===== src/shared/cg3_cfg_pkg.sv =====
`default_nettype none
package cg3_cfg_pkg;
  // =====================================================
  // register map
  localparam logic [5:0] RATE_ADDR = 6'h17;
  localparam logic [5:0] PHASE_ADDR = 6'h18;
  localparam logic [5:0] FILTER_ADDR = 6'h19;
  localparam logic [15:0] RATE_RESET = 16'hbb80;
  localparam logic [15:0] PHASE_RESET = 16'h0000;
  localparam logic [15:0] FILTER_RESET = 16'h0000;
  localparam logic [15:0] PHASE_MASK = 16'h01ff;
  localparam logic [15:0] FILTER_MASK = 16'hc3f3;
  // =====================================================
  // field positions
  localparam int PH_DIR_BIT = 8;
  localparam int FL_RESAMP_BIT = 15;
  localparam int FL_MIX_BIT = 14;
  localparam int FL_DAC2_BIT = 9;
  localparam int FL_DAC1_BIT = 8;
  localparam int FL_RSRC_LSB = 6;
  localparam int FL_LSRC_LSB = 4;
  localparam int FL_RADC_BIT = 1;
  localparam int FL_LADC_BIT = 0;
  // =====================================================
  // timing: phase steps at 3.072 MHz from a 250 MHz master
  localparam int MCLK_KHZ = 250000;
  localparam int STEP_KHZ = 3072;
  localparam int STEP_CYCLES = MCLK_KHZ / STEP_KHZ;

  typedef struct packed {
    logic resampler_filter_mode;
    logic dac_digital_mix_en;
    logic second_dac_filter_sel;
    logic first_dac_filter_sel;
    logic [1:0] right_adc_source_sel;
    logic [1:0] left_adc_source_sel;
    logic right_adc_filter_sel;
    logic left_adc_filter_sel;
  } filter_cfg_t;

  typedef struct packed {
    logic dac1_pd;
    logic dac2_pd;
    logic adl_pd;
    logic adr_pd;
  } chan_pd_t;
endpackage
`default_nettype wire


===== src/hdl/cg3_rate_phase_filter_cfg.sv =====
`timescale 1ns/1ps
`default_nettype none
module cg3_rate_phase_filter_cfg
  import cg3_cfg_pkg::*;
#(
  parameter int STEP_DIV = STEP_CYCLES
)(
  input wire logic mclk,
  input wire logic sys_rst,
  input wire logic reset_pin_n,
  input wire logic powerdown_pin_n,
  input wire logic gen3_enable,
  input wire logic gen3_sync_reference_sel,
  input wire logic converter_powerdown_bit,
  input wire chan_pd_t chan_pd,
  input wire logic master_mode,
  input wire logic frame_start,
  input wire logic slave_frame_sync_in,
  input wire logic wr_en,
  input wire logic [5:0] wr_addr,
  input wire logic [15:0] wr_data,
  input wire logic rd_en,
  input wire logic [5:0] rd_addr,
  input wire logic slot1_start,
  output logic [15:0] rd_data_ff,
  output logic [15:0] echo_data_ff,
  output logic echo_valid_ff,
  output logic [15:0] gen3_rate_word_ff,
  output logic gen3_rate_active_ff,
  output logic gen3_phase_direction_ff,
  output logic phase_step_ff,
  output filter_cfg_t filter_cfg_ff,
  output logic [1:0] right_path_ff,
  output logic [1:0] left_path_ff
);
  // =====================================================
  // pin synchronisers: change counts when stages two and three agree
  logic [2:0] rst_sync_ff;
  logic [2:0] pd_sync_ff;
  logic [2:0] fs_sync_ff;
  logic rst_lvl_ff;
  logic pd_lvl_ff;
  logic fs_lvl_ff;

  always_ff @(posedge mclk)
  begin
    if (sys_rst)
    begin
      rst_sync_ff <= 3'h0;
      pd_sync_ff <= 3'h0;
      fs_sync_ff <= 3'h0;
      rst_lvl_ff <= 1'b0;
      pd_lvl_ff <= 1'b0;
      fs_lvl_ff <= 1'b0;
    end
    else
    begin
      rst_sync_ff <= {rst_sync_ff[1:0], reset_pin_n};
      pd_sync_ff <= {pd_sync_ff[1:0], powerdown_pin_n};
      fs_sync_ff <= {fs_sync_ff[1:0], slave_frame_sync_in};
      if (rst_sync_ff[1] == rst_sync_ff[2])
        rst_lvl_ff <= rst_sync_ff[2];
      if (pd_sync_ff[1] == pd_sync_ff[2])
        pd_lvl_ff <= pd_sync_ff[2];
      if (fs_sync_ff[1] == fs_sync_ff[2])
        fs_lvl_ff <= fs_sync_ff[2];
    end
  end

  logic pins_hold;
  logic fs_rise;
  logic sample_now;
  assign pins_hold = !rst_lvl_ff || !pd_lvl_ff;
  assign fs_rise = (fs_sync_ff[1] == fs_sync_ff[2]) && fs_sync_ff[2]
    && !fs_lvl_ff;
  // master samples at slot 0 start, slave at frame sync arrival
  assign sample_now = master_mode ? frame_start : fs_rise;

  logic wr_rate;
  logic wr_phase;
  logic wr_filter;
  assign wr_rate = wr_en && (wr_addr == RATE_ADDR);
  assign wr_phase = wr_en && (wr_addr == PHASE_ADDR);
  assign wr_filter = wr_en && (wr_addr == FILTER_ADDR);

  // =====================================================
  // rate word
  always_ff @(posedge mclk)
  begin
    if (sys_rst || pins_hold)
      gen3_rate_word_ff <= RATE_RESET;
    else if (wr_rate)
      gen3_rate_word_ff <= wr_data;
  end

  always_ff @(posedge mclk)
  begin
    if (sys_rst)
      gen3_rate_active_ff <= 1'b0;
    else
      gen3_rate_active_ff <= !gen3_sync_reference_sel;
  end

  // =====================================================
  // phase shift: magnitude drains one step per tick
  logic [7:0] step_cnt_ff;
  logic [7:0] phase_mag_ff;
  logic tick;
  logic phase_hold;
  assign tick = (step_cnt_ff == 8'(STEP_DIV - 1));
  assign phase_hold = pins_hold || !gen3_enable;

  always_ff @(posedge mclk)
  begin
    if (sys_rst || tick)
      step_cnt_ff <= 8'h00;
    else
      step_cnt_ff <= step_cnt_ff + 8'h01;
  end

  always_ff @(posedge mclk)
  begin
    if (sys_rst || phase_hold)
    begin
      phase_mag_ff <= PHASE_RESET[7:0];
      gen3_phase_direction_ff <= PHASE_RESET[PH_DIR_BIT];
    end
    else if (wr_phase)
    begin
      phase_mag_ff <= wr_data[7:0];
      gen3_phase_direction_ff <= wr_data[PH_DIR_BIT];
    end
    else if (tick && (phase_mag_ff != 8'h00))
      phase_mag_ff <= phase_mag_ff - 8'h01;
  end

  always_ff @(posedge mclk)
  begin
    if (sys_rst)
      phase_step_ff <= 1'b0;
    else
      phase_step_ff <= tick && (phase_mag_ff != 8'h00) && !phase_hold
        && !wr_phase;
  end

  logic [15:0] phase_snap_ff;
  always_ff @(posedge mclk)
  begin
    if (sys_rst || phase_hold)
      phase_snap_ff <= PHASE_RESET;
    else if (sample_now)
      phase_snap_ff <= {7'h00, gen3_phase_direction_ff, phase_mag_ff};
  end

  // =====================================================
  // filter and path select
  logic [15:0] filter_word;
  logic [15:0] allow_mask;
  logic [15:0] nxt_filter;
  logic all_pd;
  assign filter_word = {filter_cfg_ff[9:8], 4'h0, filter_cfg_ff[7:2],
    2'b00, filter_cfg_ff[1:0]};
  assign all_pd = chan_pd.dac1_pd && chan_pd.dac2_pd && chan_pd.adl_pd
    && chan_pd.adr_pd;

  always_comb
  begin
    allow_mask = FILTER_MASK;
    allow_mask[FL_RESAMP_BIT] = all_pd;
    allow_mask[FL_MIX_BIT] = chan_pd.dac1_pd && chan_pd.dac2_pd;
    allow_mask[FL_DAC2_BIT] = chan_pd.dac2_pd;
    allow_mask[FL_DAC1_BIT] = chan_pd.dac1_pd;
    allow_mask[FL_RADC_BIT] = chan_pd.adr_pd;
    allow_mask[FL_LADC_BIT] = chan_pd.adl_pd;
    nxt_filter = (wr_data & allow_mask) | (filter_word & ~allow_mask);
  end

  always_ff @(posedge mclk)
  begin
    if (sys_rst || pins_hold || converter_powerdown_bit)
      filter_cfg_ff <= filter_cfg_t'(10'h000);
    else if (wr_filter)
      filter_cfg_ff <= {nxt_filter[15:14], nxt_filter[9:4], nxt_filter[1:0]};
  end

  // source paths: 00 analog, 10 dac1, 11 dac2; reserved code stays analog
  function automatic logic [1:0] path_of(input logic [1:0] sel);
    path_of = (sel == 2'b01) ? 2'b00 : sel;
  endfunction

  always_ff @(posedge mclk)
  begin
    if (sys_rst)
    begin
      right_path_ff <= 2'b00;
      left_path_ff <= 2'b00;
    end
    else
    begin
      // resampler mode alone never opens a path
      right_path_ff <= path_of(filter_cfg_ff.right_adc_source_sel);
      left_path_ff <= path_of(filter_cfg_ff.left_adc_source_sel);
    end
  end

  // =====================================================
  // read port and write echo
  always_ff @(posedge mclk)
  begin
    if (sys_rst)
      rd_data_ff <= 16'h0000;
    else if (rd_en)
      unique case (rd_addr)
        RATE_ADDR: rd_data_ff <= gen3_rate_word_ff;
        PHASE_ADDR: rd_data_ff <= phase_snap_ff;
        FILTER_ADDR: rd_data_ff <= filter_word;
        default: rd_data_ff <= 16'h0000;
      endcase
  end

  logic [15:0] echo_hold_ff;
  logic echo_pend_ff;
  always_ff @(posedge mclk)
  begin
    if (sys_rst)
    begin
      echo_hold_ff <= 16'h0000;
      echo_pend_ff <= 1'b0;
    end
    else if (wr_rate || wr_phase || wr_filter)
    begin
      echo_pend_ff <= 1'b1;
      if (wr_rate)
        echo_hold_ff <= gen3_rate_word_ff;
      else if (wr_phase)
        echo_hold_ff <= {7'h00, gen3_phase_direction_ff, phase_mag_ff};
      else
        echo_hold_ff <= filter_word;
    end
    else if (slot1_start)
      echo_pend_ff <= 1'b0;
  end

  always_ff @(posedge mclk)
  begin
    if (sys_rst)
    begin
      echo_data_ff <= 16'h0000;
      echo_valid_ff <= 1'b0;
    end
    else
    begin
      echo_valid_ff <= slot1_start && echo_pend_ff;
      if (slot1_start && echo_pend_ff)
        echo_data_ff <= echo_hold_ff;
    end
  end

  // =====================================================
  // checks
  property p_rate_hold;
    @(posedge mclk) disable iff (sys_rst)
    pins_hold |=> gen3_rate_word_ff == RATE_RESET;
  endproperty
  a_rate_hold: assert property (p_rate_hold)
    else $error("rate word not held at default");

  property p_rate_write;
    @(posedge mclk) disable iff (sys_rst)
    wr_rate && !pins_hold |=> gen3_rate_word_ff == $past(wr_data);
  endproperty
  a_rate_write: assert property (p_rate_write)
    else $error("rate write lost");

  property p_phase_clear;
    @(posedge mclk) disable iff (sys_rst)
    !gen3_enable |=> phase_mag_ff == 8'h00;
  endproperty
  a_phase_clear: assert property (p_phase_clear)
    else $error("phase not cleared");

  property p_phase_dec;
    @(posedge mclk) disable iff (sys_rst)
    tick && phase_mag_ff != 8'h00 && !phase_hold && !wr_phase
      |=> phase_mag_ff == $past(phase_mag_ff) - 8'h01;
  endproperty
  a_phase_dec: assert property (p_phase_dec)
    else $error("phase step missed");

  property p_phase_over;
    @(posedge mclk) disable iff (sys_rst)
    wr_phase && !phase_hold |=> phase_mag_ff == $past(wr_data[7:0]);
  endproperty
  a_phase_over: assert property (p_phase_over)
    else $error("phase overwrite lost");

  property p_resamp_lock;
    @(posedge mclk) disable iff (sys_rst)
    wr_filter && !all_pd && !converter_powerdown_bit && !pins_hold
      |=> $stable(filter_cfg_ff.resampler_filter_mode);
  endproperty
  a_resamp_lock: assert property (p_resamp_lock)
    else $error("resampler bit changed while powered");

  property p_mix_lock;
    @(posedge mclk) disable iff (sys_rst)
    wr_filter && !(chan_pd.dac1_pd && chan_pd.dac2_pd)
      && !converter_powerdown_bit && !pins_hold
      |=> $stable(filter_cfg_ff.dac_digital_mix_en);
  endproperty
  a_mix_lock: assert property (p_mix_lock)
    else $error("mix bit changed while a dac powered");

  property p_filter_clear;
    @(posedge mclk) disable iff (sys_rst)
    converter_powerdown_bit |=> filter_cfg_ff == 10'h000;
  endproperty
  a_filter_clear: assert property (p_filter_clear)
    else $error("filter register not cleared");

  property p_echo;
    @(posedge mclk) disable iff (sys_rst)
    wr_rate ##1 (!wr_en && !slot1_start) [*1] ##1 slot1_start
      |=> echo_valid_ff && echo_data_ff == $past(gen3_rate_word_ff, 3);
  endproperty
  a_echo: assert property (p_echo)
    else $error("echo value wrong");
endmodule // cg3_rate_phase_filter_cfg
`default_nettype wire


===== config.mk =====
export PLATFORM = sky130hd
export DESIGN_NAME = cg3_rate_phase_filter_cfg
export DESIGN_NICKNAME = d
export VERILOG_FILES = /design/src/shared/cg3_cfg_pkg.sv /design/src/hdl/cg3_rate_phase_filter_cfg.sv
export SDC_FILE = /design/constraint.sdc
export NUM_CORES = 1
export LEC_CHECK = 0
export BUFFER_PORTS_ARGS = -buffer_cell sky130_fd_sc_hd__buf_2
export CAP_MARGIN = 20
export CORE_ASPECT_RATIO = 1.4
export CORE_MARGIN = 1.5
export CORE_UTILIZATION = 30
export DETAILED_ROUTE_END_ITERATION = 6
export GPL_ROUTABILITY_DRIVEN = 0
export HOLD_SLACK_MARGIN = 0.15
export PLACE_DENSITY = 0.57
export RECOVER_POWER = 25
export SLEW_MARGIN = 20
export SYNTH_ARGS = -nofsm -noshare
export SYNTH_HDL_FRONTEND = slang
export SYNTH_SLANG_ARGS = --single-unit

===== constraint.sdc =====
create_clock -name mclk -period 2.75 [get_ports mclk]
set_clock_uncertainty 0.15 [all_clocks]
set_input_delay 0.55 -clock mclk [delete_from_list [all_inputs] [get_ports mclk]]
set_output_delay 0.55 -clock mclk [all_outputs]
set_load 0.1 [all_outputs]

==> impl_results.md <==
* Die width at 109 um
* Total CTS buffers at 17
* Area Growth Syn to Fin at 29.1%
* PortBufs at 110
* Synth Area in Simple Gates at 0.226
* Crit end category: flop
* Post-synth top flop: dfxtp_1
* Req. time, crit path at around 2800 ps
* H-tree depth at 4
* Diode count at 0
* Commonest non-fill, non-tap cell in the layout: dfxtp_1
* Outcome: finished, final reports clean
* DR DRC count at 0
* Nets@finish at between 700 and 800
* Yosys warns at 0
* Std-Cell Rows at 54
* GRT Overall Usage at 0.177
* Unrepaired setup endpoints after global routing: no
* Iteration-0 DRC Markers at around 220
* Syn avg cell area at between 8 and 9 um2
* Die footprint at 0.0166 mm2
* Number of max-cap violations at 0
* CTS Root Cell: clkbuf_16
* Sequential share of the synthesized area at 0.507
* WS Path Type: primary input to flop
* #FFs+latches synth at 120
* Final period util at 0.802
* Most frequent cells in the layout: dfxtp_1, buf_2, nand2_1
* Post-route antenna net violation count at 0
* GRT overflow at 0
* XOR/XNOR Fraction of Synth Area at 0.0222
* Critical Path Start Type: primary input
* CTS clk-pin slew, worst paths at ~50 ps
* Maximum root-to-sink buffer count at 2
* Maximum VDD drop at 0.000370 V
* Worst slew margin at 0.487
* Setup ws final at 544 ps
* Total wire length at between 10,000 and 15,000 um
* TritonCTS clock tree: done
* Largest net degree at the start of global routing at 34
* Main combinational cell family by area after synthesis: simple AND/OR/NAND/NOR gates
* Actual slew at the worst max-slew pin at between 700 and 800 ps
* Post-synthesis cell type count at 50
* TritonRoute pass-1 iters at 5
* Fin. Hold Viols at 0
* Vias in the first global route at roughly 4.1k
* Syn nets at 590
* Initial antenna violation count at 0
* Routed vias at between 4k and 5k
* CORE AREA at between 0.015 and 0.02 mm2
* Top cells by area, synth: dfxtp_1, nand2_1, a21oi_1
* Synth top area share at 0.507
* Worst min path class: primary input to flop
* Syn Inst Count at between 500 and 600
* Setup-failing EPs final at 0
* TNS Setup at 0 ps
* Initial Util at 0.305
* WL per Instance at approximately 16 um
* Crit path time final at about 2200 ps
* PwrDens at 689 mW/mm2
* Postcts setup bufs at 0
* Pre-CTS setup slack at between 100 and 150 ps
* Crit path arrival time at 2300 ps
* Fmax at about 450 MHz
* Compound-cell area share of the yosys netlist at 0.157
* Largest area contributor in the netlist: dfxtp_1
* Clk_lat worst skew at roughly 410 ps
* Layout cell share with drive strength beyond 1 at 0.243
* First-pass GRT wire length at approximately 22,000 um
* I/O pins at approximately 110
* Mapped Area at about 0.0047 mm2
* Worst Path Max Fanout at 6
* Post-synth EDFFs at 0
* Non-Filler Instances at between 800 and 900
* # placed instances at between 800 and 900
* CTS sink cnt at 120
* Vias per cell at ~5
* Multiplexer share of the synthesized area at 0.0383
* Max Slew Vio Count at 0
* DIE HEIGHT at 152 um
* Post-Synth Adder-Cell Area at 0.0132
* Half-perimeter wire length after placement at 10,900 um
* Leakage power total at approximately 2.4 nW
* Async SR Flop Fraction at 0
-- critical path: stages --
cell and delay [ps]:
buf_2 110, or3b_1 510, a21oi_1 390, buf_4 200, nor2_1 40, a2111oi_0 490
-- final timing paths --
kind	from	end	slack (ps)	cells after the start
min	wr_data[12]	gen3_rate_word_ff[12]$_SDFFE_PP1P_	210	3
max reg2reg	phase_mag_ff[5]$_SDFFE_PP0P_	phase_mag_ff[1]$_SDFFE_PP0P_	670	5
min reg2reg	fs_sync_ff[0]$_SDFF_PP0_	fs_sync_ff[1]$_SDFF_PP0_	280	1
max	wr_addr[1]	echo_hold_ff[9]$_SDFFE_PP0P_	540	6
-- cell families (layout without fill, tap and decap cells) --
kind of cell | after synthesis | after routing
AO/OA/AOI/OAI | 120 | 120
adder cells (fa/ha/maj) | 5 | 5
multiplexers | 18 | 18
buffers and inverters | 38 | 164
AND/OR/NAND/NOR | 227 | 227
XOR/XNOR | 12 | 12
flip-flops | 120 | 120
-- Yosys cell counts (2+ instances only) --
library cell / n
nor4_1: 2
nor3b_1: 2
a2111oi_0: 3
xor2_1: 9
nand3_1: 25
nor2b_1: 14
a31oi_1: 2
clkbuf_1: 19
mux2i_1: 17
nand4_1: 4
dfxtp_1: 120
buf_2: 2
a22oi_1: 6
buf_1: 5
a21oi_1: 56
or3_1: 2
nor2_1: 46
nand2b_1: 9
or2_1: 2
inv_1: 7
and3_1: 2
nand2_1: 100
xnor2_1: 3
nand4b_1: 2
or2_2: 3
o22ai_1: 5
o22a_1: 7
o211ai_1: 7
ha_1: 5
a222oi_1: 7
o21ai_0: 18
a211oi_1: 2
buf_6: 4
and2_1: 5
a22o_1: 3
-- cell type report --
| type | instances | area (um2) |
|---|---|---|
| Sequential cell | 120 | 2400 |
| Timing Repair Buffer | 125 | 654 |
| Multi-Input combinational cell | 382 | 2170 |
| Clock buffer | 22 | 484 |
| Tap cell | 196 | 245 |
| Clock inverter | 10 | 141 |
| Inverter | 7 | 26.3 |
| Fill cell | 1602 | 9420 |
-- metrics by stage --
step / cell area (um2) / total power [mW] / hold slack [ps] / utilization
after CTS: 6130 / 4.26 / 191 / 0.395
final: 6120 / 4.22 / 211 / 0.394
after global routing: 6120 / 4.36 / 201 / 0.394
after floorplan: 4740 / 1.88 / 264 / -
after global placement: 5500 / 1.94 / 268 / 0.354
after detailed placement: 5500 / 1.94 / 278 / 0.354
-- per-layer routing --
layer,track usage,up-vias,part of all wire
met5,0,-,0
met3,0.0376,29,0.052
met2,0.316,136,0.52
met4,0.0766,0,0.026
met1,0.200,2058,0.40
li1,-,2102,-
-- state kept, by name, summed over array words and instances (netlist names), named ones only --
register                 flops
echo_data_ff                16
echo_hold_ff                16
gen3_rate_word_ff           16
rd_data_ff                  16
phase_snap_ff                9
phase_mag_ff                 8
step_cnt_ff                  8
filter_cfg_ff                4
fs_sync_ff                   3
pd_sync_ff                   3
rst_sync_ff                  3
left_path_ff                 2
right_path_ff                2
echo_pend_ff                 1
echo_valid_ff                1
fs_lvl_ff                    1
gen3_phase_direction_ff      1
gen3_rate_active_ff          1
pd_lvl_ff                    1
phase_step_ff                1
rst_lvl_ff                   1
-- repair_timing --
item                                   in CTS  in global routing
setup endpoints to repair                   0                  0
resized for setup                           0                  0
endpoints found under the hold margin       1                  0
hold buffers                                1                  0
-- where the power goes --
group          switching [mW]  internal [mW]  leakage (nW)
combinational          0.0902         0.0576          1.14
clock                   0.785           1.52         0.303
sequential            0.00874           1.75         0.969
(Power assumes the default switching activity.)
